<file path="src/pulse_input_status_consts.vh">
// Purpose: Shared constants for the pulse input status and operator port block.
// Assumes: Registers are eight bits wide on a four-bit port address.
// Notes: Definitions only; included by bare name.
`ifndef PULSE_INPUT_STATUS_CONSTS_VH
`define PULSE_INPUT_STATUS_CONSTS_VH

// Register port addresses
`define SWITCH_PORT_ADDR 4'h3
`define MODE_PORT_ADDR 4'h8
`define CTRL_PORT_ADDR 4'h9

// Control register reset pattern 00001011
`define CTRL_RESET 8'h0B

// Control register field positions
`define CTRL_SCAN_EN_BIT 0
`define CTRL_KEY_EN_BIT 1
`define CTRL_COUNT_EN_BIT 3

// Mode port field positions
`define MODE_LOW_COUNT_BIT 0
`define MODE_HIGH_COUNT_BIT 1
`define MODE_LOW_RATE_BIT 2
`define MODE_HIGH_RATE_BIT 3

// Switch port field positions
`define SW_SEL_LSB 0
`define SW_SEL_MSB 3
`define SW_PLUS_BIT 4
`define SW_MINUS_BIT 5
`define SW_STEP_BIT 6

// Synchronised pin vector layout
`define PIN_PULSE_LSB 0
`define PIN_PLUS 4
`define PIN_MINUS 5
`define PIN_STEP 6
`define PIN_LOW_MODE 7
`define PIN_HIGH_MODE 8
`define PIN_LOW_COUNT 9
`define PIN_HIGH_COUNT 10
`define PIN_SEL_LSB 11
`define PIN_WIDTH 15

// Selector positions and display indexing
`define SEL_LAST_READOUT 4'h8
`define SEL_FIRST_TUNE 4'h9
`define TUNE_ENTRIES 7
`define SCAN_POINTS 8
`define SCAN_LAST_POINT 3'h7
`define ZERO_BYTE 8'h00
`define ZERO_COUNT 16'h0000
`define ONE_COUNT 16'h0001
`define ONE_BYTE 8'h01

`endif

</file>
<file path="src/pulse_input_status_ports.v">
// Purpose: Mode status port, operator switch port, scan image stream and
//          display indexing of a four-channel pulse input board.
// Assumes: One 10 MHz clock; switches, pulse inputs and counter-enable
//          lines arrive asynchronously and are synchronised here.
`timescale 1ns/1ps
`include "pulse_input_status_consts.vh"
`default_nettype none

// Small synchronous FIFO; output data come from the storage flops
module scan_byte_fifo
#(
   parameter WIDTH = 8,
   parameter DEPTH = 4,
   parameter AW = 2
)
(
   input wire core_clk_i,
   input wire rst_b_i,
   input wire clk_en_i,
   input wire in_valid_i,
   output wire in_ready_o,
   input wire [WIDTH-1:0] in_data_i,
   output wire out_valid_o,
   input wire out_ready_i,
   output wire [WIDTH-1:0] out_data_o
);
   reg [WIDTH-1:0] mem [0:DEPTH-1]; // Storage words
   reg [AW-1:0] wr_ptr; // Next slot to fill
   reg [AW-1:0] rd_ptr; // Oldest slot
   reg [AW:0] fill; // Words held
   wire push; // Word accepted this cycle
   wire pop; // Word delivered this cycle

   assign in_ready_o = (fill != DEPTH[AW:0]);
   assign out_valid_o = (fill != {(AW+1){1'b0}});
   assign out_data_o = mem[rd_ptr];
   assign push = clk_en_i & in_valid_i & in_ready_o;
   assign pop = clk_en_i & out_valid_o & out_ready_i;

   // Storage is not reset; empty flag hides stale words
   always @(posedge core_clk_i)
   begin
      if (push)
      begin
         mem[wr_ptr] <= in_data_i;
      end
   end

   // Pointer and fill bookkeeping
   always @(posedge core_clk_i or negedge rst_b_i)
   begin
      if (!rst_b_i)
      begin
         wr_ptr <= {AW{1'b0}};
         rd_ptr <= {AW{1'b0}};
         fill <= {(AW+1){1'b0}};
      end
      else
      begin
         if (push)
         begin
            wr_ptr <= wr_ptr + {{(AW-1){1'b0}}, 1'b1};
         end
         if (pop)
         begin
            rd_ptr <= rd_ptr + {{(AW-1){1'b0}}, 1'b1};
         end
         if (push && !pop)
         begin
            fill <= fill + {{AW{1'b0}}, 1'b1};
         end
         else if (pop && !push)
         begin
            fill <= fill - {{AW{1'b0}}, 1'b1};
         end
      end
   end
endmodule

module pulse_input_status_ports
(
   input wire core_clk_i,
   input wire rst_b_i,
   input wire clk_en_i,
   input wire [3:0] pulse_in_i,
   input wire low_pair_mode_switch_i,
   input wire high_pair_mode_switch_i,
   input wire low_pair_count_on_i,
   input wire high_pair_count_on_i,
   input wire plus_key_switch_i,
   input wire minus_key_switch_i,
   input wire step_key_switch_i,
   input wire [3:0] sixteen_way_selector_i,
   input wire [3:0] reg_addr_i,
   input wire [7:0] reg_wdata_i,
   input wire reg_wr_i,
   input wire reg_rd_i,
   output reg [7:0] reg_rdata_o,
   input wire scan_req_i,
   output wire scan_busy_o,
   output wire scan_valid_o,
   input wire scan_ready_i,
   output wire [7:0] scan_byte_o,
   output wire tuning_mode_o,
   output reg [7:0] display_msg_o,
   output reg [7:0] display_value_o
);
   // Scan sequencer states, one-hot
   localparam SCAN_IDLE = 2'b01;
   localparam SCAN_LOAD = 2'b10;
   // Tuning stages, one-hot
   localparam TUNE_VIEW = 2'b01;
   localparam TUNE_EDIT = 2'b10;

   wire [`PIN_WIDTH-1:0] pins_raw; // All asynchronous pins
   reg [`PIN_WIDTH-1:0] pins_meta; // First sync stage, read only by stage two
   reg [`PIN_WIDTH-1:0] pins_sync; // Settled pin levels
   reg [`PIN_WIDTH-1:0] pins_prev; // Previous settled levels for edges
   wire [`PIN_WIDTH-1:0] pins_rise; // Rising edge per pin
   reg [7:0] first_port_control; // Software control byte
   reg [1:0] scan_state; // Scan sequencer state
   reg [1:0] next_scan_state; // Next scan state
   reg [2:0] scan_idx; // Byte being loaded
   reg [63:0] scan_snap; // Point images frozen at request
   wire [63:0] point_img; // Live point images
   wire fifo_in_ready; // FIFO has room
   wire fifo_push_valid; // Sequencer offers a byte
   wire [7:0] fifo_in_byte; // Byte offered
   wire [7:0] mode_port; // Counter status and mode image
   wire [7:0] switch_port; // Key and selector image
   wire [1:0] pair_rate; // Rate mode per pair
   wire [1:0] pair_count_on; // Counter enable per pair
   wire [3:0] sel; // Settled selector position
   wire tuning; // Selector in tuning range
   wire key_en; // Keys honoured
   reg [1:0] tune_stage; // Tuning stage
   reg [7:0] tune_mem [0:`TUNE_ENTRIES-1]; // Tuning parameter values
   reg [7:0] edit_value; // Value under edit
   reg [7:0] shown_value; // Readout latched by step in normal mode
   reg [3:0] sel_prev; // Selector last cycle, to drop a stale edit
   wire [2:0] tune_idx; // Parameter chosen by selector
   wire [3:0] tune_off; // Selector offset into tuning range
   reg [7:0] readout_value; // Live readout for the selector
   integer i; // Reset loop index

   assign pins_raw = {sixteen_way_selector_i, high_pair_count_on_i, low_pair_count_on_i,
                      high_pair_mode_switch_i, low_pair_mode_switch_i, step_key_switch_i,
                      minus_key_switch_i, plus_key_switch_i, pulse_in_i};

   // Two-flop synchroniser plus edge history on every pin
   always @(posedge core_clk_i or negedge rst_b_i)
   begin
      if (!rst_b_i)
      begin
         pins_meta <= {`PIN_WIDTH{1'b0}};
         pins_sync <= {`PIN_WIDTH{1'b0}};
         pins_prev <= {`PIN_WIDTH{1'b0}};
      end
      else if (clk_en_i)
      begin
         pins_meta <= pins_raw;
         pins_sync <= pins_meta;
         pins_prev <= pins_sync;
      end
   end

   assign pins_rise = pins_sync & ~pins_prev;
   // Switch high selects rate for its pair, low selects totalizing
   assign pair_rate = {pins_sync[`PIN_HIGH_MODE], pins_sync[`PIN_LOW_MODE]};
   assign pair_count_on = {pins_sync[`PIN_HIGH_COUNT], pins_sync[`PIN_LOW_COUNT]};
   assign sel = pins_sync[`PIN_SEL_LSB+3:`PIN_SEL_LSB];
   assign tuning = (sel >= `SEL_FIRST_TUNE);
   assign tuning_mode_o = tuning;
   assign key_en = first_port_control[`CTRL_KEY_EN_BIT];

   // Per-channel pulse counting; pair mode chooses total or rate sample
   genvar ch;
   generate
      for (ch = 0; ch < 4; ch = ch + 1)
      begin : chan
         reg [15:0] count; // Running count of pulses
         reg [15:0] sample; // Last completed rate sample
         wire rate_mode; // Pair is in rate mode
         wire sample_done; // Sampling period just completed
         assign rate_mode = pair_rate[ch/2];
         // Counter-enable only has meaning in rate mode
         assign sample_done = rate_mode & pins_rise[`PIN_LOW_COUNT + ch/2];
         always @(posedge core_clk_i or negedge rst_b_i)
         begin
            if (!rst_b_i)
            begin
               count <= `ZERO_COUNT;
               sample <= `ZERO_COUNT;
            end
            else if (clk_en_i)
            begin
               if (sample_done)
               begin
                  // Restart the window; a pulse in this cycle opens the next one
                  sample <= count;
                  count <= pins_rise[`PIN_PULSE_LSB + ch] ? `ONE_COUNT : `ZERO_COUNT;
               end
               else if (pins_rise[`PIN_PULSE_LSB + ch] && first_port_control[`CTRL_COUNT_EN_BIT])
               begin
                  count <= count + `ONE_COUNT;
               end
            end
         end
         // Two consecutive points per channel, low byte first
         assign point_img[16*ch+15:16*ch] = rate_mode ? sample : count;
      end
   endgenerate

   // Mode status port image; upper bits read as zero
   assign mode_port = {4'h0,
                       pair_rate[1],
                       pair_rate[0],
                       pair_count_on[1],
                       pair_count_on[0]};

   // Switch port image: step, minus, plus, selector
   assign switch_port = {1'b0, pins_sync[`PIN_STEP], pins_sync[`PIN_MINUS],
                         pins_sync[`PIN_PLUS], sel};

   // Register write: control byte only; other addresses ignore writes
   always @(posedge core_clk_i or negedge rst_b_i)
   begin
      if (!rst_b_i)
      begin
         first_port_control <= `CTRL_RESET;
      end
      else if (clk_en_i && reg_wr_i && reg_addr_i == `CTRL_PORT_ADDR)
      begin
         first_port_control <= reg_wdata_i;
      end
   end

   // Register read: data valid only in the cycle after the strobe
   always @(posedge core_clk_i or negedge rst_b_i)
   begin
      if (!rst_b_i)
      begin
         reg_rdata_o <= `ZERO_BYTE;
      end
      else if (clk_en_i)
      begin
         if (!reg_rd_i)
         begin
            reg_rdata_o <= `ZERO_BYTE;
         end
         else if (reg_addr_i == `MODE_PORT_ADDR)
         begin
            reg_rdata_o <= mode_port;
         end
         else if (reg_addr_i == `SWITCH_PORT_ADDR)
         begin
            reg_rdata_o <= switch_port;
         end
         else if (reg_addr_i == `CTRL_PORT_ADDR)
         begin
            reg_rdata_o <= first_port_control;
         end
         else
         begin
            // Unmapped address reads zero
            reg_rdata_o <= `ZERO_BYTE;
         end
      end
   end

   // Scan sequencer next state; a request is a bare strobe with no payload
   always @*
   begin
      next_scan_state = scan_state;
      case (scan_state)
         SCAN_IDLE:
         begin
            if (scan_req_i && first_port_control[`CTRL_SCAN_EN_BIT])
            begin
               next_scan_state = SCAN_LOAD;
            end
         end
         SCAN_LOAD:
         begin
            if (fifo_in_ready && scan_idx == `SCAN_LAST_POINT)
            begin
               next_scan_state = SCAN_IDLE;
            end
         end
         default:
         begin
            next_scan_state = SCAN_IDLE;
         end
      endcase
   end

   // Scan sequencer registers; snapshot keeps the eight bytes coherent
   always @(posedge core_clk_i or negedge rst_b_i)
   begin
      if (!rst_b_i)
      begin
         scan_state <= SCAN_IDLE;
         scan_idx <= 3'h0;
         scan_snap <= 64'h0000_0000_0000_0000;
      end
      else if (clk_en_i)
      begin
         scan_state <= next_scan_state;
         if (scan_state == SCAN_IDLE && next_scan_state == SCAN_LOAD)
         begin
            scan_snap <= point_img;
            scan_idx <= 3'h0;
         end
         else if (scan_state == SCAN_LOAD && fifo_in_ready)
         begin
            scan_idx <= scan_idx + 3'h1;
         end
      end
   end

   assign scan_busy_o = (scan_state == SCAN_LOAD);
   assign fifo_push_valid = (scan_state == SCAN_LOAD);
   // Bytes 0 to 7 leave in order; a stalled reader stalls the sequencer
   assign fifo_in_byte = scan_snap[8*scan_idx +: 8];

   scan_byte_fifo
   #(
      .WIDTH(8),
      .DEPTH(4),
      .AW(2)
   )
   scan_byte_fifo_i
   (
      .core_clk_i(core_clk_i),
      .rst_b_i(rst_b_i),
      .clk_en_i(clk_en_i),
      .in_valid_i(fifo_push_valid),
      .in_ready_o(fifo_in_ready),
      .in_data_i(fifo_in_byte),
      .out_valid_o(scan_valid_o),
      .out_ready_i(scan_ready_i),
      .out_data_o(scan_byte_o)
   );

   assign tune_off = sel - `SEL_FIRST_TUNE;
   assign tune_idx = tune_off[2:0];

   // Readout source for normal positions
   always @*
   begin
      readout_value = `ZERO_BYTE;
      if (sel <= `SEL_LAST_READOUT)
      begin
         if (sel == `SEL_LAST_READOUT)
         begin
            readout_value = mode_port;
         end
         else
         begin
            readout_value = point_img[8*sel[2:0] +: 8];
         end
      end
   end

   // Operator keys: step, plus and minus act on rising edges only
   always @(posedge core_clk_i or negedge rst_b_i)
   begin
      if (!rst_b_i)
      begin
         tune_stage <= TUNE_VIEW;
         edit_value <= `ZERO_BYTE;
         shown_value <= `ZERO_BYTE;
         sel_prev <= 4'h0;
         for (i = 0; i < `TUNE_ENTRIES; i = i + 1)
         begin
            tune_mem[i] <= `ZERO_BYTE;
         end
      end
      else if (clk_en_i)
      begin
         sel_prev <= sel;
         if (sel != sel_prev)
         begin
            // Turning the selector abandons an unsaved edit
            tune_stage <= TUNE_VIEW;
         end
         else if (key_en && !tuning)
         begin
            if (pins_rise[`PIN_STEP])
            begin
               shown_value <= readout_value;
            end
         end
         else if (key_en)
         begin
            case (tune_stage)
               TUNE_VIEW:
               begin
                  if (pins_rise[`PIN_STEP])
                  begin
                     edit_value <= tune_mem[tune_idx];
                     tune_stage <= TUNE_EDIT;
                  end
               end
               TUNE_EDIT:
               begin
                  if (pins_rise[`PIN_STEP])
                  begin
                     tune_mem[tune_idx] <= edit_value;
                     tune_stage <= TUNE_VIEW;
                  end
                  else if (pins_rise[`PIN_PLUS] && !pins_rise[`PIN_MINUS])
                  begin
                     edit_value <= edit_value + `ONE_BYTE;
                  end
                  else if (pins_rise[`PIN_MINUS] && !pins_rise[`PIN_PLUS])
                  begin
                     edit_value <= edit_value - `ONE_BYTE;
                  end
               end
               default:
               begin
                  tune_stage <= TUNE_VIEW;
               end
            endcase
         end
      end
   end

   // Display: message number is position times eight, edit page above 128
   always @(posedge core_clk_i or negedge rst_b_i)
   begin
      if (!rst_b_i)
      begin
         display_msg_o <= `ZERO_BYTE;
         display_value_o <= `ZERO_BYTE;
      end
      else if (clk_en_i)
      begin
         display_msg_o <= {(tune_stage == TUNE_EDIT) & tuning, sel, 3'b000};
         if (!tuning)
         begin
            display_value_o <= shown_value;
         end
         else if (tune_stage == TUNE_EDIT)
         begin
            display_value_o <= edit_value;
         end
         else
         begin
            display_value_o <= tune_mem[tune_idx];
         end
      end
   end
endmodule

`default_nettype wire

</file>
<file path="config.mk">
export PLATFORM = sky130hd
export DESIGN_NAME = pulse_input_status_ports
export DESIGN_NICKNAME = d
export VERILOG_FILES = /design/src/pulse_input_status_ports.v
export VERILOG_INCLUDE_DIRS = /design/src
export SDC_FILE = /design/constraint.sdc
export NUM_CORES = 1
export LEC_CHECK = 0
export BUFFER_PORTS_ARGS = -buffer_cell sky130_fd_sc_hd__buf_2
export CAP_MARGIN = 20
export CORE_ASPECT_RATIO = 1.1
export CORE_MARGIN = 8
export CORE_UTILIZATION = 30
export CTS_BUF_LIST = sky130_fd_sc_hd__clkbuf_8 sky130_fd_sc_hd__clkbuf_16
export DETAILED_ROUTE_END_ITERATION = 8
export RECOVER_POWER = 25
export SYNTH_ARGS = -nofsm -noshare
export SYNTH_HDL_FRONTEND = slang
export SYNTH_HIERARCHICAL = 1
export SYNTH_SLANG_ARGS = --single-unit
export TNS_END_PERCENT = 5
</file>
<file path="constraint.sdc">
create_clock -name core_clk_i -period 3.54 [get_ports core_clk_i]
set_input_delay 0.354 -clock core_clk_i [delete_from_list [all_inputs] [get_ports core_clk_i]]
set_output_delay 0.354 -clock core_clk_i [all_outputs]
set_load 0.005 [all_outputs]
</file>
==> impl_metrics.json, run 1 <==
{
  "wl_per_cell_um": 18.51,
  "min_from": "step_key_switch_i",
  "drc_errors": 0,
  "drtIter0Drc": 1026,
  "pwr-share-clk_pct": 38.3,
  "r2r_end": "tune_mem[2]",
  "ant_nets": 0,
  "grt_setup_unrepaired": "false",
  "async_flop_share_pct": 91.53,
  "die_h_um": 278.2,
  "slew_viol_final": 150,
  "synth_edf_count": 32,
  "yosys-top-cells-area": "dfrtp_1 46%, mux4_2 7.1%, mux2_2 6.7%",
  "dpl.hpwl_mm": 32.45,
  "initial_core_util_pct": 30.20,
  "num_rows": 96,
  "worstSetupEndpointType": "output pin",
  "setup_viol": 0,
  "drive_gt1_share_pct": 20.33,
  "drv_cap": 2,
  "crit_top_cell": "clkinv_1",
  "min_period_over_period_pct": 84.73,
  "fin_ws_ns": 0.5407,
  "dieWidth_um": 254.4,
  "reg2reg_from": "pins_sync[13]",
  "ys.flop_type": "dfrtp_1",
  "cts_tree": "built",
  "violations": "max-capacitance violations, max-slew violations",
  "p_sw_share_pct": 28.75,
  "cts_sinks": 378,
  "crit_chain": "clkinv_1, buf_4, ha_1, or3b_1, nand2_1, clkinv_1, buf_2",
  "synth_area_leader_cell": "dfrtp_1",
  "cts_buffer_depth": 3,
  "vdd_drop_max_v": 0.0003466,
  "coreArea_sq_mm": 0.06210,
  "grt_busiest_layer": "met2",
  "clkTransAtPathRegs_ns": 0.07,
  "p_per_area_mw_per_mm2": 540.8,
  "status": "complete, but fails checks",
  "critPathArrivalTime_ns": 2.65,
  "totalNegativeSetupSlack_ns": 0,
  "postCtsSetupBuffers": 0,
  "relSlewSlack_pct": -31.00,
  "via_per_inst": 5.064,
  "gr-usage-met1_pct": 17.38,
  "track_usage_pct": 13.38,
  "die_area_sq_mm": 0.07077,
  "numPortBuffers": 65,
  "rrSetupSlack_ns": 0.55,
  "io_pins": 69,
  "synthDistinctLibCells": 74,
  "first_global_vias": 13380,
  "pwr-share-comb_pct": 16.8,
  "clock.fmax_ghz": 0.3334,
  "vias": 13010,
  "finalWirelength_mm": 47.55,
  "htreeDepth": 2,
  "holdWs_ns": 0.04437,
  "gp_congestion": 0.8484,
  "drtPass1Iterations": 5,
  "crit_slowest_cell": "dfrtp_2",
  "hold_viol_final": 0,
  "syn_avg_cell_area_sq_um": 11.18,
  "hold_path.class": "in -> reg",
  "fin_worst_skew_ns": 0.01879,
  "cp_max_fo": 10,
  "overflow": 0,
  "insertion_delay_ns": 0.55,
  "fin_crit_ns": 2.999,
  "ys_ff_latch": 378,
  "post-place-ws_ns": 0.5868,
  "cts_inserted_buffers": 39,
  "seqPwrFrac_pct": 44.9,
  "synthCells": 1677,
  "r2r_cells": 5,
  "synthToLayoutAreaGrowth_pct": 13.68,
  "seq_area_frac_synth_pct": 51.33,
  "ys.warnings.count": 6,
  "crit_start": "pins_sync[11]",
  "cp.required_ns": 3.19,
  "fin_nets": 1764,
  "utilization_pct": 34.33,
  "diodes": 0,
  "startpoint_type": "register",
  "grtUsageMet2_pct": 22.73,
  "switchingPower_mw": 3.315,
  "crit_end": "tuning_mode_o",
  "worstMarginPinSlew_ns": 1.965,
  "leakagePower_nw": 9.460,
  "synth_top_area_share_pct": 45.51,
  "syn_area_sq_mm": 0.01875,
  "antenna_found_initial": 0,
  "path_class": "reg -> out",
  "grt_max_degree": 129,
  "grt_pass1_wl_mm": 76.35,
  "slowest_delay_ns": 0.43,
  "p_int_mw": 8.215,
  "grt_util_met3_pct": 1.670,
  "clockRootBuffer": "clkbuf_16"
}
## cell usage in the layout (no fill, tap or decap), types with 6 or more instances in the layout
master,synthesis,routed
a211oi_1,11,11
a21o_1,7,7
a21oi_1,44,45
a221oi_1,6,6
a22o_1,8,8
a22oi_1,6,6
a31oi_1,14,14
and2_1,11,11
and3_1,14,14
and4_1,8,8
buf_2,24,51
buf_4,5,26
bufinv_16,0,6
clkbuf_1,66,16
clkbuf_16,0,40
clkbuf_8,0,7
dfrtp_1,341,338
edfxtp_1,32,32
ha_1,23,23
inv_1,18,24
mux2_2,112,112
mux2_4,8,8
mux2i_1,75,75
mux4_2,59,59
nand2_1,331,331
nand2b_1,7,7
nand3_1,29,29
nand4_1,24,24
nor2_1,69,68
nor2b_1,10,10
nor3_1,13,13
nor4_1,6,6
o21ai_0,118,118
o22ai_1,10,10
o2bb2ai_1,10,10
or3_1,18,18
xnor2_1,17,17
xor2_1,32,32
## registers in the layout, summed over array words and instances, names as in the netlist
name,count
pins_prev,9
chan.count,64
scan_byte_fifo_i/mem,32
scan_snap,64
scan_byte_fifo_i/rd_ptr,2
edit_value,8
pins_sync,15
chan.sample,64
scan_state,2
first_port_control,8
tune_mem,56
shown_value,8
reg_rdata_o,8
scan_byte_fifo_i/wr_ptr,2
pins_meta,15
display_value_o,8
display_msg_o,2
scan_byte_fifo_i/fill,3
tune_stage,2
sel_prev,3
scan_idx,3
## logic make-up (layout without fill, tap and decap cells)
group | count (synthesis) | count (layout) | share of synthesized area [%]
other | 1 | 3 | 0.02000
and+or+nand+nor | 570 | 570 | 13.95
AOI/OAI and AO/OA | 259 | 259 | 8.401
adders and majority gates | 25 | 25 | 1.748
xor gates and xnor gates | 49 | 49 | 2.289
DFF | 378 | 378 | 51.33
buffers and inverters | 136 | 193 | 3.109
muxes | 259 | 259 | 19.16
## per-layer routing
layer | wire length, um | share of wire, % | vias to the layer above
met1 | 20490 | 43 | 6620
met4 | 1516 | 3.2 | 0
met2 | 23520 | 49 | 270
li1 | - | - | 6037
met3 | 2019 | 4.2 | 83
met5 | 0 | 0 | -
## synth_stat cells, types with 17 or more instances
master,instances
o21ai_0,118
nand4_1,24
xnor2_1,17
xor2_1,32
mux2i_1,75
or3_1,18
clkbuf_1,66
a21oi_1,44
mux4_2,59
edfxtp_1,32
nand2_1,331
mux2_2,112
nor2_1,69
inv_1,18
nand3_1,29
buf_2,24
buf_1,17
ha_1,23
dfrtp_1,341
## worst max-delay path: cells and delay by family, from the launching register on
kind	cells	cell delay, ns
adder cells (fa/ha/maj)	1	0.23
buffers and inverters	4	0.80
flip-flops	1	0.43
AND/OR/NAND/NOR	2	0.63
## power by group through the flow
stage	logic [mW]	registers (mW)	clock network, mW
2_1_floorplan	1.48	4.98	0
3_3_place_gp	1.89	5.23	0
3_5_place_dp	1.95	5.26	0
4_1_cts	1.97	5.18	4.55
5_1_grt	2.13	5.23	4.70
6_report	1.94	5.18	4.42
## worst min path at each step
stage / endpoint / slack (ns) / depth (start not counted)
final: pins_meta[6] / 0.04 / 2
after CTS: pins_meta[6] / 0.01 / 2
after global routing: pins_meta[6] / 0.02 / 2
after floorplan: chan[0].count[0] / 0.06 / 0
after global placement: scan_snap[53] / 0.45 / 1
after detailed placement: scan_snap[53] / 0.45 / 1
## layout make-up
cell class	count	area, sq um
multi-input combinational	1165	8556
timing repair buffer	101	623.1
clock buffer	47	1097
clock inverter	25	295.3
inverter	20	75.07
tap	833	1042
fill	6122	40780
sequential	378	9629
## timing repair
item,in CTS,in global routing
endpoints found under the hold margin,85,0
gates resized for setup,0,0
hold buffers,2,0
endpoints found under the setup margin,0,0
## per-stage QoR
step | cells | area (sq um) | total power [mW]
finish | 2569 | 21320 | 11.53
global route | 2569 | 21320 | 12.06
CTS | 2568 | 21370 | 11.69
detailed placement | 2494 | 19950 | 7.208
global placement | 2494 | 19950 | 7.129
floorplan | 1679 | 18760 | 6.463
(Power assumes the default switching activity.)
==> run 2: changes to the inputs <==
ABC_AREA = 1   (was not set)
clock period = 2.5 ns   (was 3.54 ns; I/O delays follow)
==> run 2 against run 1 <==
  * The run still ends with max-capacitance violations, max-slew violations left
  * Combinational power increased to 2.6 times the previous value
  * Routed wire length rose by 15%
  * Sequential power rose by 67%
  * Largest power group unchanged
==> impl_metrics.json, run 2 <==
{
  "status": "complete, but fails checks",
  "violations": "max-capacitance violations, max-slew violations",
  "dpl.hpwl_mm": 38.61,
  "async_flop_share_pct": 91.53,
  "met1Wirelength_mm": 26.06,
  "hold_path.class": "in -> reg",
  "gp_congestion": 0.8419,
  "synth_area_leader_cell": "dfrtp_1",
  "slew_viol_final": 40,
  "top_layer": "met4",
  "synthCells": 2629,
  "seq_area_frac_synth_pct": 48.84,
  "crit_buf_inv": 4,
  "synth_simple_gate_area_share_pct": 31.75,
  "synth_compound_area_share_pct": 9.154,
  "relSlewSlack_pct": -12.28,
  "synth.most_common_cell": "nand2_1",
  "coreArea_sq_mm": 0.06499,
  "holdPathStages": 5,
  "utilization_pct": 34.89,
  "total_power_mw": 20.55,
  "synthToLayoutAreaGrowth_pct": 15.05,
  "wl_met3_mm": 2.567,
  "vias": 17040,
  "clockRootBuffer": "clkbuf_16",
  "yosys-top-cells-area": "dfrtp_1 43%, nand2_1 19%, edfxtp_1 4.9%",
  "min_period_over_period_pct": 91.41,
  "cp.depth": 6,
  "critPathArrivalTime_ns": 2.04,
  "vdd_drop_max_v": 0.0004540,
  "synthMuxAreaShare_pct": 0.2285,
  "drtPass1Iterations": 5,
  "overflow": 0,
  "synthXorXnorAreaFrac_pct": 0.3555,
  "rrSetupSlack_ns": 0.33,
  "clock.fmax_ghz": 0.4376,
  "insertion_delay_ns": 0.58,
  "hold_viol_final": 0,
  "final_cell_mix": "1006 x nand2_1, 340 x dfrtp_1, 229 x inv_1, 184 x nor2_1, 167 x nand3_1",
  "totalNegativeSetupSlack_ns": 0,
  "grt_max_degree": 94,
  "syn_area_sq_mm": 0.01971,
  "startpoint_type": "register",
  "crit_slowest_cell": "dfrtp_1",
  "diodes": 0,
  "synth_edf_count": 32,
  "synth_common_cells": "1006 x nand2_1, 341 x dfrtp_1, 220 x inv_1, 184 x nor2_1, 167 x nand3_1",
  "finalWirelength_mm": 54.88,
  "final_common_cell": "nand2_1",
  "cts_sinks": 378,
  "antenna_found_initial": 0,
  "wl_met2_mm": 24.74,
  "ys.warnings.count": 6,
  "first_global_vias": 16380,
  "numPortBuffers": 65,
  "grt_setup_unrepaired": "false",
  "crit_top_cell": "inv_1",
  "die_area_sq_mm": 0.07417,
  "drtIter0Drc": 1387,
  "path_class": "reg -> out",
  "p_per_area_mw_per_mm2": 906.4,
  "cts_buffer_depth": 3,
  "cts_inserted_buffers": 41,
  "cts_tree": "built",
  "initial_core_util_pct": 30.33,
  "synth_top_family_by_area": "simple AND/OR/NAND/NOR gates",
  "cp_max_fo": 14,
  "top_regs": "chan.count x64, chan.sample x64, scan_snap x64",
  "cp.required_ns": 2.25,
  "ys.flop_type": "dfrtp_1",
  "fin_nets": 2745,
  "slowest_delay_ns": 0.36,
  "clkTransAtPathRegs_ns": 0.06,
  "via_per_inst": 4.774,
  "htreeDepth": 2,
  "worstMarginPinSlew_ns": 1.684,
  "drc_errors": 0,
  "die_h_um": 284.8,
  "ys_ff_latch": 378,
  "syn_avg_cell_area_sq_um": 7.497,
  "io_pins": 69,
  "fillers": 6860,
  "synthDistinctLibCells": 47,
  "grt_pass1_wl_mm": 89.52,
  "r2r_cells": 13,
  "leakagePower_nw": 11.69,
  "synthAdderAreaFrac_pct": 1.663,
  "fin_worst_skew_ns": 0.02819,
  "track_usage_pct": 14.61,
  "critical-path-top-delay-family": "buffers and inverters",
  "wl_per_cell_um": 15.38,
  "synth_top_area_share_pct": 43.29,
  "setup_viol": 0,
  "num_rows": 98,
  "ant_nets": 0,
  "fin_crit_ns": 2.285,
  "drv_cap": 1,
  "drive_gt1_share_pct": 9.121,
  "crit_chain": "buf_4, inv_1, nand3_1, nand2_1, inv_1, buf_2",
  "worstSetupEndpointType": "output pin",
  "dieWidth_um": 260.4
}
run 2: cell types whose count changed after synthesis, moves of 36 or more:
cell and delta:
nand2_1 +675, inv_1 +202, nand3_1 +138, nor2_1 +115, mux2_2 -110, o21ai_1 +91
mux2i_1 -75, a21oi_1 +74, mux4_2 -59, nand4_1 +45, o21ai_0 -36
run 2: report_power, final:
group | internal [mW] | switching [mW] | total [mW]
Clock | 4.10 | 2.69 | 6.79
Sequential | 7.69 | 0.978 | 8.67
Combinational | 1.69 | 3.41 | 5.10
run 2: final cells by class:
type	count	area [sq um]	area share, %
clock buffer	48	1134	4.999
clock inverter	28	379.1	1.672
inverter	254	953.4	4.204
multi-input combinational	1868	8521	37.57
sequential	378	9627	42.45
tap	850	1064	4.690
timing repair buffer	143	999.7	4.409
run 2: metal layers:
layer,global-route usage (%),up-vias
met5,0,-
met4,4.604,0
met3,2.041,96
met2,22.65,420
met1,20.89,7991
li1,-,8531
run 2: stage by stage:
step                      setup WS [ns]  cell area [sq um]  instances  hold slack, ns
after global routing             0.1049              22680       3569          0.1023
after detailed placement         0.3543              21030       3468          0.3145
after global placement           0.3732              21030       3468          0.3147
after floorplan                 0.07445              19720       2631        -0.04559
after CTS                        0.2054              22790       3569         0.04075
final                            0.2148              22680       3569         0.06616
run 2: cell families after synthesis:
group                      count (synthesis)
and+or+nand+nor                         1488
buffers and inverters                    385
DFF                                      378
AOI/OAI and AO/OA                        340
adders and majority gates                 25
xor gates and xnor gates                   8
muxes                                      4
other                                      1
run 2: tightest hold or removal path, delay by kind of cell:
family | cells | cell delay [ns]
and+or+nand+nor | 3 | 0.21
buffers and inverters | 2 | 0.15
run 2: what timing repair did:
action / CTS / global route
buffers inserted: 0 / 0
endpoints found under the hold margin: 96 / 0
gates resized for setup: 0 / 0
endpoints found under the setup margin: 0 / 0
hold buffers: 25 / 0
run 2: path summary, 6_finish.rpt:
path | from | end
max in group asynchronous | rst_b_i | scan_byte_fifo_i/wr_ptr[1]
worst max-delay path | pins_sync[13] | tuning_mode_o
worst min-delay path | scan_ready_i | scan_byte_fifo_i/rd_ptr[0]
worst min register to register | tune_mem[15] | tune_mem[15]
min in group asynchronous | rst_b_i | chan[1].count[5]
worst max register to register | pins_sync[4] | edit_value[7]
